==> src/inc/kfc_pkg.sv <==
package kfc_pkg;

  // register offsets
  localparam logic [7:0] ADDR_FIFO = 8'h00;
  localparam logic [7:0] ADDR_CFG = 8'h01;
  localparam logic [7:0] ADDR_DEB = 8'h02;
  localparam logic [7:0] ADDR_INT = 8'h03;
  localparam logic [7:0] ADDR_RPT = 8'h05;
  localparam logic [7:0] ADDR_SLP = 8'h06;
  localparam logic [7:0] ADDR_SIZE = 8'h30;

  // power-up values
  localparam logic [7:0] RST_CFG = 8'h0B;
  localparam logic [7:0] RST_DEB = 8'hFF;
  localparam logic [7:0] RST_INT = 8'h00;
  localparam logic [7:0] RST_RPT = 8'h00;
  localparam logic [7:0] RST_SLP = 8'h07;
  localparam logic [7:0] RST_SIZE = 8'hFF;

  // special fifo bytes
  localparam logic [7:0] BYTE_EMPTY = 8'h3F;
  localparam logic [7:0] BYTE_OVF = 8'h7F;
  localparam logic [6:0] CODE_REPEAT = 7'h7E;
  localparam logic [5:0] KEY_SHARED = 6'h3E;

  // timing
  localparam int CLK_HZ = 100_000_000;
  localparam int OSC_HZ = 128_000;
  localparam int TICK_HZ = OSC_HZ / 2;
  localparam int OSC_DIV = CLK_HZ / OSC_HZ;
  localparam int DEB_STEP_US = 2000;
  localparam int DEB_STEP_TICKS = DEB_STEP_US * TICK_HZ / 1_000_000;
  localparam int WAKE_US = 2000;
  localparam int WAKE_TICKS = WAKE_US * TICK_HZ / 1_000_000;
  localparam int SLEEP_UNIT_TICKS = 8192;
  localparam int RPT_DELAY_STEP = 8;
  localparam int RPT_RATE_STEP = 4;
  localparam int FIFO_DEPTH = 16;

  typedef struct packed {
    logic release_ev;
    logic [5:0] key;
  } kfc_evt_s;

  typedef struct packed {
    logic run;
    logic rsv6;
    logic iclr;
    logic rsv4;
    logic rel_en;
    logic rsv2;
    logic wake_en;
    logic tmo_en;
  } kfc_cfg_s;

  typedef enum logic [1:0] {
    ST_SLEEP,
    ST_WARM,
    ST_SCAN
  } kfc_mode_e;

endpackage

==> src/logic/kfc_evt_mem.sv <==
`timescale 1ns/10ps
module kfc_evt_mem #(
  parameter int W = 7,
  parameter int DEPTH = 16,
  parameter int AW = 4
) (
  // clock and reset
  input wire logic ref_clk,
  input wire logic rst_n,
  // write port
  input wire logic we,
  input wire logic [AW-1:0] waddr,
  input wire logic [W-1:0] wdata,
  // read port
  input wire logic [AW-1:0] raddr,
  output logic [W-1:0] rdata
);

  logic [W-1:0] mem_q [DEPTH];

  always_ff @(posedge ref_clk) begin
    if (we) begin
      mem_q[waddr] <= wdata;
    end
  end

  always_ff @(posedge ref_clk or negedge rst_n) begin
    if (!rst_n) begin
      rdata <= '0;
    end else begin
      rdata <= mem_q[raddr];
    end
  end

endmodule

==> src/logic/kfc_keyscan.sv <==
`timescale 1ns/10ps
// Contract
// event low six bits: column*8 + row
// bit7 flags more events, not keys 62/63
// bit6 marks press or release
// host rereads after key 62 or 63
// fifo read clears interrupt per mode bit
// run bit written by host, updated automatically
// low nibble press, high release debounce
// timing from 64kHz tick of 128kHz
// interrupt register zero means never interrupt
// timed interrupt after 1-31 debounce cycles
// fill interrupt at 2-14 queued events
// either interrupt source, first wins
// held key queues repeat code only
// repeat enable, delay and rate fields
// one repeat per interval, ends at event
// restart repeat delay after release
// idle timeout enters sleep, fifo kept
// array size selects scanned rows, columns
// wake by host write or keypress
// waking key still queued; autowake disable bit
// sixteen deep, overflow byte read first
// eighteenth event release clears overflow
// one byte read: event plus status
// reset enters sleep, scanning stopped
// event only if stable across debounce
module kfc_keyscan #(
  parameter int OSC_DIV = kfc_pkg::OSC_DIV,
  parameter int SLEEP_UNIT = kfc_pkg::SLEEP_UNIT_TICKS,
  parameter int DEPTH = kfc_pkg::FIFO_DEPTH
) (
  // clock and reset
  input wire logic ref_clk,
  input wire logic rst_n,
  // register access
  input wire logic [7:0] reg_addr,
  input wire logic reg_wr,
  input wire logic reg_rd,
  input wire logic [7:0] reg_wdata,
  output logic [7:0] reg_rdata,
  // key matrix, rows active low with pull-ups
  input wire logic [7:0] matrix_line_r,
  output logic [7:0] matrix_line_c_o,
  output logic [7:0] matrix_line_c_oe_n,
  // interrupt
  output logic int_n
);

  localparam int AW = $clog2(DEPTH);

  function automatic logic [7:0] line_mask(input logic [3:0] n);
    logic [7:0] m;
    m = (n >= 4'h8) ? 8'hFF : 8'((9'h001 << n) - 9'h001);
    return m;
  endfunction

  function automatic logic [5:0] first_set(input logic [63:0] v);
    logic [5:0] r;
    r = '0;
    for (int i = 63; i >= 0; i--) begin
      if (v[i]) begin
        r = 6'(i);
      end
    end
    return r;
  endfunction

  ////////////////////////////////////////////////////////////////////////////
  // 64kHz tick
  logic [15:0] div_q;
  logic half_q;
  logic tick;

  always_ff @(posedge ref_clk or negedge rst_n) begin
    if (!rst_n) begin
      div_q <= '0;
      half_q <= 1'b0;
    end else if (div_q == 16'(OSC_DIV - 1)) begin
      div_q <= '0;
      half_q <= ~half_q;
    end else begin
      div_q <= div_q + 16'h0001;
    end
  end

  assign tick = (div_q == 16'(OSC_DIV - 1)) && half_q;

  ////////////////////////////////////////////////////////////////////////////
  // row synchroniser
  logic [7:0] row_s1_q;
  logic [7:0] row_q;

  always_ff @(posedge ref_clk or negedge rst_n) begin
    if (!rst_n) begin
      row_s1_q <= 8'hFF;
      row_q <= 8'hFF;
    end else begin
      row_s1_q <= matrix_line_r;
      row_q <= row_s1_q;
    end
  end

  ////////////////////////////////////////////////////////////////////////////
  // registers
  kfc_pkg::kfc_cfg_s cfg_q;
  kfc_pkg::kfc_mode_e mode_q;
  logic [7:0] deb_q;
  logic [7:0] intc_q;
  logic [7:0] rpt_q;
  logic [7:0] slp_q;
  logic [7:0] size_q;
  logic [7:0] row_msk;
  logic [7:0] col_msk;
  logic sleep_fire;
  logic wake_fire;

  always_ff @(posedge ref_clk or negedge rst_n) begin
    if (!rst_n) begin
      deb_q <= kfc_pkg::RST_DEB;
      intc_q <= kfc_pkg::RST_INT;
      rpt_q <= kfc_pkg::RST_RPT;
      slp_q <= kfc_pkg::RST_SLP;
      size_q <= kfc_pkg::RST_SIZE;
    end else if (reg_wr) begin
      case (reg_addr)
        kfc_pkg::ADDR_DEB: deb_q <= reg_wdata;
        kfc_pkg::ADDR_INT: intc_q <= reg_wdata;
        kfc_pkg::ADDR_RPT: rpt_q <= reg_wdata;
        kfc_pkg::ADDR_SLP: slp_q <= reg_wdata;
        kfc_pkg::ADDR_SIZE: size_q <= reg_wdata;
        default: ;
      endcase
    end
  end

  // host write wins over an automatic mode change in the same cycle
  always_ff @(posedge ref_clk or negedge rst_n) begin
    if (!rst_n) begin
      cfg_q <= kfc_pkg::kfc_cfg_s'(kfc_pkg::RST_CFG);
    end else if (reg_wr && reg_addr == kfc_pkg::ADDR_CFG) begin
      cfg_q <= kfc_pkg::kfc_cfg_s'(reg_wdata);
    end else if (sleep_fire) begin
      cfg_q.run <= 1'b0;
    end else if (wake_fire) begin
      cfg_q.run <= 1'b1;
    end
  end

  assign row_msk = line_mask(size_q[7:4]);
  assign col_msk = line_mask(size_q[3:0]);

  ////////////////////////////////////////////////////////////////////////////
  // mode: sleep, analog warm-up, scanning
  logic [7:0] warm_q;

  assign wake_fire = (mode_q == kfc_pkg::ST_SLEEP) && !cfg_q.run && cfg_q.wake_en
                     && |(~row_q & row_msk);

  always_ff @(posedge ref_clk or negedge rst_n) begin
    if (!rst_n) begin
      mode_q <= kfc_pkg::ST_SLEEP;
      warm_q <= '0;
    end else begin
      case (mode_q)
        kfc_pkg::ST_SLEEP: begin
          warm_q <= '0;
          if (cfg_q.run || wake_fire) begin
            mode_q <= kfc_pkg::ST_WARM;
          end
        end
        kfc_pkg::ST_WARM: begin
          if (!cfg_q.run) begin
            mode_q <= kfc_pkg::ST_SLEEP;
          end else if (tick) begin
            warm_q <= warm_q + 8'h01;
            if (warm_q == 8'(kfc_pkg::WAKE_TICKS - 1)) begin
              mode_q <= kfc_pkg::ST_SCAN;
            end
          end
        end
        kfc_pkg::ST_SCAN: begin
          if (!cfg_q.run) begin
            mode_q <= kfc_pkg::ST_SLEEP;
          end
        end
        default: mode_q <= kfc_pkg::ST_SLEEP;
      endcase
    end
  end

  ////////////////////////////////////////////////////////////////////////////
  // column drive and row capture, one column per tick
  logic [2:0] col_q;
  logic [63:0] raw_q;
  logic scan_done_q;
  logic [63:0] key_mask;
  logic [63:0] cur;

  always_ff @(posedge ref_clk or negedge rst_n) begin
    if (!rst_n) begin
      col_q <= '0;
      raw_q <= '0;
      scan_done_q <= 1'b0;
      matrix_line_c_oe_n <= 8'hFF;
    end else if (mode_q != kfc_pkg::ST_SCAN) begin
      col_q <= '0;
      scan_done_q <= 1'b0;
      // in sleep with wake_en set all used columns pull low so any press reaches a row
      matrix_line_c_oe_n <= (mode_q == kfc_pkg::ST_SLEEP && cfg_q.wake_en) ?
                            ~col_msk : 8'hFF;
    end else begin
      scan_done_q <= 1'b0;
      matrix_line_c_oe_n <= ~((8'h01 << col_q) & col_msk);
      if (tick) begin
        raw_q[col_q*8 +: 8] <= ~row_q & row_msk;
        col_q <= col_q + 3'h1;
        scan_done_q <= (col_q == 3'h7);
      end
    end
  end

  assign matrix_line_c_o = 8'h00;

  for (genvar c = 0; c < 8; c++) begin : g_col
    for (genvar r = 0; r < 8; r++) begin : g_row
      assign key_mask[c*8+r] = col_msk[c] & row_msk[r];
    end
  end

  assign cur = raw_q & key_mask;

  ////////////////////////////////////////////////////////////////////////////
  // debounce: snapshot at change, compare after the interval
  logic [63:0] stable_q;
  logic [63:0] snap_q;
  logic [63:0] pend_q;
  logic busy_q;
  logic [11:0] dcnt_q;
  logic [11:0] dlen_q;
  logic [11:0] press_len;
  logic [11:0] rel_len;
  logic decide;
  logic accept;
  logic emit;
  logic erel;
  logic [5:0] eidx;

  assign press_len = 12'((32'(deb_q[3:0]) + 1) * kfc_pkg::DEB_STEP_TICKS);
  assign rel_len = 12'((32'(deb_q[7:4]) + 1) * kfc_pkg::DEB_STEP_TICKS);
  assign decide = busy_q && scan_done_q && (dcnt_q >= dlen_q);
  assign accept = decide && (cur == snap_q);
  assign emit = |pend_q;
  assign eidx = first_set(pend_q);
  assign erel = ~stable_q[eidx];

  always_ff @(posedge ref_clk or negedge rst_n) begin
    if (!rst_n) begin
      stable_q <= '0;
      snap_q <= '0;
      pend_q <= '0;
      busy_q <= 1'b0;
      dcnt_q <= '0;
      dlen_q <= '0;
    end else begin
      pend_q <= (pend_q & ~(emit ? (64'h1 << eidx) : 64'h0))
                | (accept ? (snap_q ^ stable_q) : 64'h0);
      if (mode_q != kfc_pkg::ST_SCAN) begin
        busy_q <= 1'b0;
        dcnt_q <= '0;
      end else if (!busy_q) begin
        if (scan_done_q && cur != stable_q) begin
          busy_q <= 1'b1;
          snap_q <= cur;
          dcnt_q <= '0;
          dlen_q <= |(cur & ~stable_q) ? press_len : rel_len;
        end
      end else begin
        if (tick) begin
          dcnt_q <= dcnt_q + 12'h001;
        end
        if (decide) begin
          busy_q <= 1'b0;
        end
        if (accept) begin
          stable_q <= snap_q;
        end
      end
    end
  end

  ////////////////////////////////////////////////////////////////////////////
  // debounce cycle strobe for repeat and timed interrupt
  logic [11:0] cyc_q;
  logic db_cyc;

  assign db_cyc = tick && (mode_q == kfc_pkg::ST_SCAN) && (cyc_q == press_len - 12'h001);

  always_ff @(posedge ref_clk or negedge rst_n) begin
    if (!rst_n) begin
      cyc_q <= '0;
    end else if (mode_q != kfc_pkg::ST_SCAN || db_cyc) begin
      cyc_q <= '0;
    end else if (tick) begin
      cyc_q <= cyc_q + 12'h001;
    end
  end

  ////////////////////////////////////////////////////////////////////////////
  // event stream and autorepeat
  logic kev_push;
  logic rpt_push;
  logic push;
  kfc_pkg::kfc_evt_s pdata;
  logic [7:0] rcnt_q;
  logic rfirst_q;
  logic rpt_req_q;
  logic [7:0] rtarget;

  // a release with release detection off is dropped, not queued
  assign kev_push = emit && (!erel || cfg_q.rel_en);
  assign rpt_push = rpt_req_q && !emit;
  assign push = kev_push || rpt_push;
  assign pdata = rpt_push ? kfc_pkg::kfc_evt_s'(kfc_pkg::CODE_REPEAT) :
                 kfc_pkg::kfc_evt_s'({erel, eidx});
  assign rtarget = rfirst_q ?
                   8'((32'(rpt_q[3:0]) + 1) * kfc_pkg::RPT_DELAY_STEP) :
                   8'((32'(rpt_q[6:4]) + 1) * kfc_pkg::RPT_RATE_STEP);

  always_ff @(posedge ref_clk or negedge rst_n) begin
    if (!rst_n) begin
      rcnt_q <= '0;
      rfirst_q <= 1'b1;
      rpt_req_q <= 1'b0;
    end else if (kev_push || !(|stable_q) || !rpt_q[7]) begin
      rcnt_q <= '0;
      rfirst_q <= 1'b1;
      rpt_req_q <= 1'b0;
    end else begin
      if (rpt_push) begin
        rpt_req_q <= 1'b0;
      end
      if (db_cyc) begin
        if (rcnt_q + 8'h01 == rtarget) begin
          rcnt_q <= '0;
          rfirst_q <= 1'b0;
          rpt_req_q <= 1'b1;
        end else begin
          rcnt_q <= rcnt_q + 8'h01;
        end
      end
    end
  end

  ////////////////////////////////////////////////////////////////////////////
  // event fifo with overflow marking
  logic [AW-1:0] wptr_q;
  logic [AW-1:0] rptr_q;
  logic [AW:0] cnt_q;
  logic ovf_q;
  logic [1:0] ext_q;
  logic full;
  logic fifo_rd;
  logic pop;
  logic wr_ok;
  logic fresh_q;
  kfc_pkg::kfc_evt_s head;

  assign full = (cnt_q == (AW+1)'(DEPTH));
  assign fifo_rd = reg_rd && (reg_addr == kfc_pkg::ADDR_FIFO);
  assign pop = fifo_rd && !ovf_q && (cnt_q != '0) && !fresh_q;
  assign wr_ok = push && !full;

  always_ff @(posedge ref_clk or negedge rst_n) begin
    if (!rst_n) begin
      wptr_q <= '0;
      rptr_q <= '0;
      cnt_q <= '0;
      fresh_q <= 1'b0;
    end else begin
      // the registered head lags a write into an empty fifo by one clock
      fresh_q <= wr_ok && (cnt_q == '0);
      if (wr_ok) begin
        wptr_q <= wptr_q + 1'b1;
      end
      if (pop) begin
        rptr_q <= rptr_q + 1'b1;
      end
      cnt_q <= cnt_q + (AW+1)'(wr_ok) - (AW+1)'(pop);
    end
  end

  // the overflow byte is shown once and then the stored events follow
  always_ff @(posedge ref_clk or negedge rst_n) begin
    if (!rst_n) begin
      ovf_q <= 1'b0;
      ext_q <= '0;
    end else begin
      if (!full) begin
        ext_q <= '0;
      end
      if (fifo_rd && ovf_q) begin
        ovf_q <= 1'b0;
      end
      if (wr_ok && !cfg_q.rel_en && cnt_q == (AW+1)'(DEPTH - 1)) begin
        ovf_q <= 1'b1;
      end
      if (push && full) begin
        ext_q <= (ext_q == 2'h3) ? ext_q : ext_q + 2'h1;
        ovf_q <= 1'b1;
        if (ext_q == 2'h1 && kev_push && erel) begin
          ovf_q <= 1'b0;
        end
      end
    end
  end

  kfc_evt_mem #(
    .W(7),
    .DEPTH(DEPTH),
    .AW(AW)
  ) u_mem (
    .ref_clk(ref_clk),
    .rst_n(rst_n),
    .we(wr_ok),
    .waddr(wptr_q),
    .wdata(pdata),
    .raddr(rptr_q),
    .rdata(head)
  );

  ////////////////////////////////////////////////////////////////////////////
  // register read
  always_ff @(posedge ref_clk or negedge rst_n) begin
    if (!rst_n) begin
      reg_rdata <= '0;
    end else if (reg_rd) begin
      case (reg_addr)
        kfc_pkg::ADDR_FIFO: begin
          if (ovf_q) begin
            reg_rdata <= kfc_pkg::BYTE_OVF;
          end else if (cnt_q == '0 || fresh_q) begin
            reg_rdata <= kfc_pkg::BYTE_EMPTY;
          end else begin
            // keys 62 and 63 carry no more-data flag, so the host reads again
            reg_rdata <= {(cnt_q > (AW+1)'(1)) && (head.key < kfc_pkg::KEY_SHARED),
                          head};
          end
        end
        kfc_pkg::ADDR_CFG: reg_rdata <= cfg_q;
        kfc_pkg::ADDR_DEB: reg_rdata <= deb_q;
        kfc_pkg::ADDR_INT: reg_rdata <= intc_q;
        kfc_pkg::ADDR_RPT: reg_rdata <= rpt_q;
        kfc_pkg::ADDR_SLP: reg_rdata <= slp_q;
        kfc_pkg::ADDR_SIZE: reg_rdata <= size_q;
        default: reg_rdata <= 8'h00;
      endcase
    end
  end

  ////////////////////////////////////////////////////////////////////////////
  // interrupt
  logic [4:0] tcnt_q;
  logic tarm_q;
  logic int_q;
  logic tfire;
  logic lfire;
  logic [AW:0] lvl;

  assign lvl = (AW+1)'({intc_q[7:5], 1'b0});
  assign tfire = tarm_q && db_cyc && (tcnt_q + 5'h01 == intc_q[4:0]);
  assign lfire = (intc_q[7:5] != 3'h0) && wr_ok && !pop
                 && (cnt_q == lvl - (AW+1)'(1));

  always_ff @(posedge ref_clk or negedge rst_n) begin
    if (!rst_n) begin
      tcnt_q <= '0;
      tarm_q <= 1'b0;
    end else if (push) begin
      tcnt_q <= '0;
      tarm_q <= (intc_q[4:0] != 5'h00);
    end else if (tfire) begin
      tarm_q <= 1'b0;
    end else if (db_cyc && tarm_q) begin
      tcnt_q <= tcnt_q + 5'h01;
    end
  end

  // set wins over a clearing read in the same cycle
  always_ff @(posedge ref_clk or negedge rst_n) begin
    if (!rst_n) begin
      int_q <= 1'b0;
    end else if (intc_q == 8'h00) begin
      int_q <= 1'b0;
    end else if (tfire || lfire) begin
      int_q <= 1'b1;
    end else if (fifo_rd && (!cfg_q.iclr || cnt_q <= (AW+1)'(1))) begin
      int_q <= 1'b0;
    end
  end

  assign int_n = ~int_q;

  ////////////////////////////////////////////////////////////////////////////
  // autosleep after key inactivity
  logic [19:0] idle_q;

  assign sleep_fire = (mode_q == kfc_pkg::ST_SCAN) && (slp_q[2:0] != 3'h0)
                      && (idle_q >= 20'(32'(slp_q[2:0]) * SLEEP_UNIT));

  always_ff @(posedge ref_clk or negedge rst_n) begin
    if (!rst_n) begin
      idle_q <= '0;
    end else if (mode_q != kfc_pkg::ST_SCAN || |stable_q || busy_q || emit) begin
      idle_q <= '0;
    end else if (tick && !sleep_fire) begin
      idle_q <= idle_q + 20'h00001;
    end
  end

endmodule

==> config.mk <==
export PLATFORM = sky130hd
export DESIGN_NAME = kfc_keyscan
export DESIGN_NICKNAME = d
export VERILOG_FILES = /design/src/inc/kfc_pkg.sv /design/src/logic/kfc_evt_mem.sv /design/src/logic/kfc_keyscan.sv
export SDC_FILE = /design/constraint.sdc
export NUM_CORES = 1
export LEC_CHECK = 0
export CORE_ASPECT_RATIO = 0.7
export CORE_MARGIN = 3
export CORE_UTILIZATION = 40
export CTS_CLUSTER_SIZE = 10
export DETAILED_ROUTE_END_ITERATION = 10
export DONT_BUFFER_PORTS = 1
export SLEW_MARGIN = 0
export SYNTH_ARGS = -nofsm -noshare
export SYNTH_HDL_FRONTEND = slang
export SYNTH_SLANG_ARGS = --single-unit
==> constraint.sdc <==
create_clock -name ref_clk -period 5.9 [get_ports ref_clk]
set_input_delay 0 -clock ref_clk [delete_from_list [all_inputs] [get_ports ref_clk]]
set_output_delay 0 -clock ref_clk [all_outputs]
set_load 0.03 [all_outputs]
== Word-level counts from Yosys, hierarchy flattened ==
Memories as Yosys holds them, arrays and structs flattened. A register that Yosys moved wholly into a read port is not among the register bits.
Cells that the tools add are included.

* Flip-flop bits (word level): 458
* Memories kept: 1
* RAM bits: 112
* Input bits: 28
* Word-level logic and storage cells: 427

* Magnitude comparators: 8
* Shift-type cells: 6
* Equal/unequal tests: 32
* Add/subtract/negate cells: 22
* Reduce and logical (&&, ||, !) cells: 98
* Mux-type cells: 135
* Bitwise logic cells: 81

{| class="wikitable"
|+ Memories
! name !! words !! width !! read ports !! clocked after Yosys merged registers in !! write ports !! line !! text
|-
| u_mem.mem_q || 16 || 7 || 1 || 1 || 1 || kfc_evt_mem.sv:19 || <nowiki>logic [W-1:0] mem_q [DEPTH];</nowiki>
|}

{| class="wikitable"
|+ Operators by type and width
! cell !! count
|-
| two-way mux 6 bit || 64
|-
| bitwise AND 64 bit || 3
|-
| OR reduction 64 bit || 3
|-
| two-way mux 64 bit || 2
|-
| inverter 64 bit || 2
|-
| two-way mux 8 bit || 12
|-
| two-way mux 12 bit || 7
|-
| bitwise AND 1 bit || 64
|-
| bitwise mux 64 bit || 1
|-
| == test 64 bit || 1
|-
| != test 64 bit || 1
|-
| OR 64 bit || 1
|-
| variable shift 8 x 34 -> 64 bit (first input constant) || 1
|-
| indexed part select 8 x 34 -> 64 bit || 1
|-
| left shift 1 x 6 -> 64 bit (first input constant) || 1
|-
| XOR 64 bit || 1
|-
| one-hot mux 8 bit (7 select lines) || 1
|-
| two-way mux 20 bit || 2
|-
| logical AND 1 bit || 36
|-
| negator 6 -> 34 bit || 1
|-
| two-way mux 1 bit || 28
|-
| adder 12 x 1 -> 12 bit (second input constant) || 2
|-
| inverter 8 bit || 3
|-
| adder 20 x 1 -> 20 bit (second input constant) || 1
|-
| other kinds (62) || 143
|}

== Logic depth before layout (Yosys ltp) ==
* Depth after elaboration: 76
* Depth in mapped cells: 24

== Modules after synthesis ==
A second synthesis with hierarchy kept.

* Cell total of the unflattened synthesis: 2662
* Area, all modules: 29623.4 um2

{| class="wikitable"
|+ Modules (own cells, without submodules)
! module !! area each (um2) !! times used !! cells each
|-
| kfc_keyscan || 25057.8 || 1 || 2459
|-
| kfc_evt_mem || 4565.6 || 1 || 203
|}

== Worst setup path after synthesis ==
OpenSTA, ideal clock, no wires.

* Path kind: register to register
* Start: register size_q[6]
* End: register snap_q[47]
* Arrival: 4482 ps
* Stages on the path, launching flop included: 19
* Data required time: 5775 ps
* Path slack: 1293 ps
* Path buffers: 5
* Path through: dfstp_2 clkbuf_1 or2_2 clkbuf_1 or3b_2 ha_1 nand2b_1 a21oi_1 or3_1 clkbuf_1 and3_1 ha_1 nand4_1 nor4_1 a41oi_1 nand2_1 clkbuf_1 clkbuf_1 mux2_2

* Cells in the longest elaborated chain, start to end: 8
* Elaborated cells on any way between the ends: 72
* Classes of those cells: add/sub: 1; order compare: 1; eq/ne: 1; shift: 1; mux: 1; bitwise: 65; reduce/logical: 2

{| class="wikitable"
|+ Ends and longest elaborated chain
! element !! line !! text
|-
| from (decl) || kfc_keyscan.sv:112 || <nowiki>logic [7:0] size_q;</nowiki>
|-
| from (signal assigned) || kfc_keyscan.sv:124 || <nowiki>size_q <= kfc_pkg::RST_SIZE;</nowiki>
|-
| from (signal assigned) || kfc_keyscan.sv:131 || <nowiki>kfc_pkg::ADDR_SIZE: size_q <= reg_wdata;</nowiki>
|-
| left shift 1 x 4 -> 8 bit || kfc_keyscan.sv:54 || <nowiki>m = (n >= 4'h8) ? 8'hFF : 8'((9'h001 << n) - 9'h001);</nowiki>
|-
| subtractor 8 x 1 -> 8 bit || kfc_keyscan.sv:54 ||
|-
| two-way mux 8 bit (*) || kfc_keyscan.sv:54 ||
|-
| bitwise AND 1 bit (*) || kfc_keyscan.sv:227 || <nowiki>assign key_mask[c*8+r] = col_msk[c] & row_msk[r];</nowiki>
|-
| bitwise AND 64 bit (*) || kfc_keyscan.sv:231 || <nowiki>assign cur = raw_q & key_mask;</nowiki>
|-
| via cur[36] || kfc_keyscan.sv:198 || <nowiki>logic [63:0] cur;</nowiki>
|-
| != test 64 bit (*) || kfc_keyscan.sv:272 || <nowiki>if (scan_done_q && cur != stable_q) begin</nowiki>
|-
| logical AND 1 bit (*) || kfc_keyscan.sv:272 ||
|-
| AND reduction 3 bit (no line) (*) || - ||
|-
| to (signal assigned) || kfc_keyscan.sv:274 || <nowiki>snap_q <= cur;</nowiki>
|-
| to (decl) || kfc_keyscan.sv:236 || <nowiki>logic [63:0] snap_q;</nowiki>
|}

Mark *: on every way through the listed nets, which the timed path passes. The rest lies on a longest branch.
A chain may end at the register's enable or synchronous reset.

== Final worst setup path ==
* Start: register pend_q[62]
* End: register cnt_q[4]

* Cells in the longest elaborated chain, start to end: 71
* Elaborated cells on any way between the ends: 74
* Classes of those cells: add/sub: 2; mux: 65; reduce/logical: 7

{| class="wikitable"
|+ Ends and longest elaborated chain
! element !! line !! text
|-
| from (decl) || kfc_keyscan.sv:237 || <nowiki>logic [63:0] pend_q;</nowiki>
|-
| from (signal assigned) || kfc_keyscan.sv:266 || <nowiki>pend_q <= (pend_q & ~(emit ? (64'h1 << eidx) : 64'h0))</nowiki>
|-
| two-way mux 6 bit (63 in a row) || kfc_keyscan.sv:62 || <nowiki>if (v[i]) begin</nowiki>
|-
| binary-select mux 1 bit (select 6 bit) || kfc_keyscan.sv:255 || <nowiki>assign erel = ~stable_q[eidx];</nowiki>
|-
| two-way mux 1 bit (implied by the code) || kfc_keyscan.sv:255 ||
|-
| logical OR 1 bit || kfc_keyscan.sv:321 || <nowiki>assign kev_push = emit && (!erel || cfg_q.rel_en);</nowiki>
|-
| logical AND 1 bit || kfc_keyscan.sv:321 ||
|-
| logical OR 1 bit (*) || kfc_keyscan.sv:323 || <nowiki>assign push = kev_push || rpt_push;</nowiki>
|-
| logical AND 1 bit (*) || kfc_keyscan.sv:372 || <nowiki>assign wr_ok = push && !full;</nowiki>
|-
| adder 5 x 1 -> 5 bit (*) || kfc_keyscan.sv:389 || <nowiki>cnt_q <= cnt_q + (AW+1)'(wr_ok) - (AW+1)'(pop);</nowiki>
|-
| subtractor 5 x 1 -> 5 bit (*) || kfc_keyscan.sv:389 ||
|-
| to (signal assigned) || kfc_keyscan.sv:389 ||
|-
| to (decl) || kfc_keyscan.sv:359 || <nowiki>logic [AW:0] cnt_q;</nowiki>
|}

Every way passes the cells marked *; elsewhere a longest branch is shown, timed or not. The select of a mux whose other input is x is not followed.

==> results.json <==
{
  "async_flop_share_pct": 80.4,
  "relSlewSlack_pct": -21.5,
  "grt_pass1_wl_um": 140000,
  "status": "complete, but fails checks",
  "netlist_top_cells_count": "dfrtp_1, o21ai_0, nand2_1",
  "ys_seq_elements": 570,
  "die_h_um": 233,
  "vdd_ir_drop_max_v": 0.000249,
  "place_congestion": 0.976,
  "cts_sinks": 570,
  "synthMostInstantiatedCell": "dfrtp_1",
  "r2r_start": "pend_q[62]",
  "synth.distinct_cells": 82,
  "hold_class": "primary input to async pin",
  "min_period_over_period_pct": 95.8,
  "postCtsHoldBufs": 33,
  "wl_um": 93900,
  "startpoint": "pend_q[62]",
  "synth_cells": 2700,
  "worst_slack_ns": 0.246,
  "start_kind": "flop",
  "yosys_warnings": 0,
  "critPathArrivalTime_ns": 6.21,
  "p_per_area_nw_per_um2": 254,
  "nets": 2920,
  "setup.worst_path.end_class": "flop",
  "synth_top_area_share_pct": 35.0,
  "vias": 21942,
  "clockBufferDepth": 3,
  "reg2reg_slack_ns": 0.25,
  "viasPerCell": 5.79,
  "io_buffers": 0,
  "path_clk_slew_ns": 0.06,
  "synth.area.top_cells": "dfrtp_1, edfxtp_1, mux2_2",
  "htreeDepth": 3,
  "grt_overflow_total": 0,
  "clk_latency_ns": 0.64,
  "die_w_um": 330,
  "antenna_found_initial": 4,
  "maxCapViolCount": 0,
  "wl_per_cell_um": 24.8,
  "nFillCells": 6662,
  "cp_data_required_time_ns": 6.46,
  "grt_use_met1_pct": 38.3,
  "numCtsBuffers": 68,
  "track_usage_pct": 24.5,
  "final_layout_size_suffix_gt1_share_pct": 15.5,
  "num_rows": 82,
  "rsz0062_at_grt": "no",
  "cts-root-buf": "clkbuf_16",
  "die_area_um2": 76800,
  "core_um2": 72100,
  "violations": "negative hold slack, max-slew violations",
  "place_worst_setup_slack_ns": 0.400,
  "use_met2_pct": 34.8,
  "use_met3_pct": 5.41,
  "drt_pass1_iterations": 7,
  "maxSlewViolCount": 233,
  "tns_ns": 0,
  "area_growth_pct": 12.9,
  "fmax_ghz": 0.177,
  "synth-edff-count": 112,
  "min_period_ns": 5.65,
  "power.leakage_nw": 14.0,
  "fin_skew_ns": 0.0314,
  "synth_area_um2": 29400,
  "synth_top_area_cell": "dfrtp_1",
  "holdWs_ns": -0.902,
  "setup_viol": 0,
  "synth_ff_type": "dfrtp_1",
  "synth_area_per_cell_um2": 10.9,
  "cp_max_fo": 14,
  "io-pin-count": 53,
  "grt-busiest-layer": "met1",
  "cts_tree": "built",
  "critPathKind": "flop to flop",
  "synth-seq-area-share_pct": 50.6,
  "start_util_pct": 40.8,
  "drt-initial-drc-count": 2522,
  "grt_start_max_net_pins": 459,
  "drc": 0,
  "final_antenna_net_count": 0,
  "hold_viol_final": 428,
  "layout.area.seq_um2": 14900,
  "grt_pass1_vias": 21362,
  "dp.final_hpwl_um": 70300,
  "multi_input_area_um2": 13600,
  "tightest_slew_ns": 1.82
}
==> report_power, final <==
part	switching (W)	internal [W]	total, W	leakage [nW]
clock	0.00173	0.00228	0.00401	0.989
combinational	0.000204	0.000120	0.000323	6.02
sequential	0.0000468	0.00405	0.00410	7.00
==> logic make-up after synthesis <==
kind of cell / count (synthesis) / share of synthesized area (%)
AO/OA/AOI/OAI: 442 / 8.97
XOR/XNOR: 229 / 6.82
adder cells (fa/ha/maj): 117 / 5.00
buffers and inverters: 242 / 3.32
flip-flops: 570 / 50.6
multiplexers: 243 / 10.6
other: 1 / 0.0128
AND/OR/NAND/NOR: 856 / 14.7
==> layer usage <==
layer  vias up  routed length [um]  share of wire (%)
met4         4                1350                1.4
met5         -                  22              0.023
li1       9793                   -                  -
met1     11149               45000                 48
met3       117                8270                8.8
met2       879               39300                 42
==> area by class of cell <==
class / count / share of cell area (%)
Sequential cell: 570 / 44.8
Inverter: 141 / 1.59
Multi-Input combinational cell: 1895 / 41.0
Antenna cell: 2 / 0.0151
Timing Repair Buffer: 99 / 2.68
Clock inverter: 8 / 0.558
Tap cell: 966 / 3.64
Clock buffer: 109 / 5.71
==> worst max-delay path, stage by stage, from the launching register on <==
cell      delay (ns)
dfrtp_1         0.39
or2b_1          0.23
a221oi_1        0.41
o21ai_1         0.22
a311o_1         0.42
a22o_2          0.31
a21oi_1         0.59
o221ai_1        0.29
o211ai_1        0.27
a32oi_1         0.13
or3_4           0.47
o31a_4          0.39
nand2_4         0.15
ha_1            0.14
inv_1           0.04
ha_1            0.20
fa_1            0.41
a21oi_1         0.15
nor2_1          0.05
nor2_1          0.12
xor2_1          0.15
==> state kept, by name (all words and copies together) (netlist names), 12 cells and up <==
register and cells:
cyc_q 12, idle_q 20, stable_q 64, snap_q 64, pend_q 64, dcnt_q 12, raw_q 64, div_q 16
u_mem.mem_q 112
==> placed cells by master (no fill, tap or decap), types with 9 or more instances in the layout <==
cell,synthesis,final
dlygate4sd3_1,0,33
a31oi_1,9,9
buf_4,9,61
nand2b_1,27,27
nand2_1,228,227
a22oi_1,17,17
nor3_1,36,36
nor4_1,72,70
clkbuf_1,69,38
o31ai_1,9,9
nand3_1,77,77
inv_1,141,141
edfxtp_1,112,112
o22ai_1,11,11
nor2_1,170,170
or4_1,13,13
clkbuf_16,0,69
mux4_2,36,36
o21ai_0,253,252
a211oi_1,13,13
mux2i_1,28,28
or3_1,15,15
nand4_1,50,50
dfrtp_1,411,410
xnor2_1,145,145
mux2_2,178,178
xor2_1,84,84
nor2b_1,33,33
dfstp_2,47,47
ha_1,116,116
nor3b_1,15,15
a21oi_1,50,50
and3_1,83,82
o211ai_1,9,9
==> metrics by stage <==
step	cells	hold WS, ns	area (um2)	utilization, %	total power, W
6_report	3790	-0.902	33200	46.0	0.00843
5_1_grt	3789	-0.925	33200	46.0	0.00872
4_1_cts	3788	-0.929	33200	46.0	0.00851
3_5_place_dp	3638	-0.251	30800	42.7	0.00446
3_3_place_gp	3638	-0.257	30800	42.7	0.00446
2_1_floorplan	2707	-0.296	29400	-	0.00437
==> final timing paths <==
path                                 to  cells after the start
max                            cnt_q[4]                     20
min                          pend_q[21]                      0
max reg2reg                    cnt_q[4]                     20
min reg2reg                    row_q[4]                      0
max in group asynchronous     rptr_q[0]                      0
min in group ref_clk       reg_rdata[4]                      6
==> repair_timing <==
item	CTS	global route
setup endpoints to repair	0	3
buffers inserted	0	0
endpoints found under the hold margin	528	458
gates resized for setup	0	1
No activity file was read; power rests on OpenSTA's default activity.
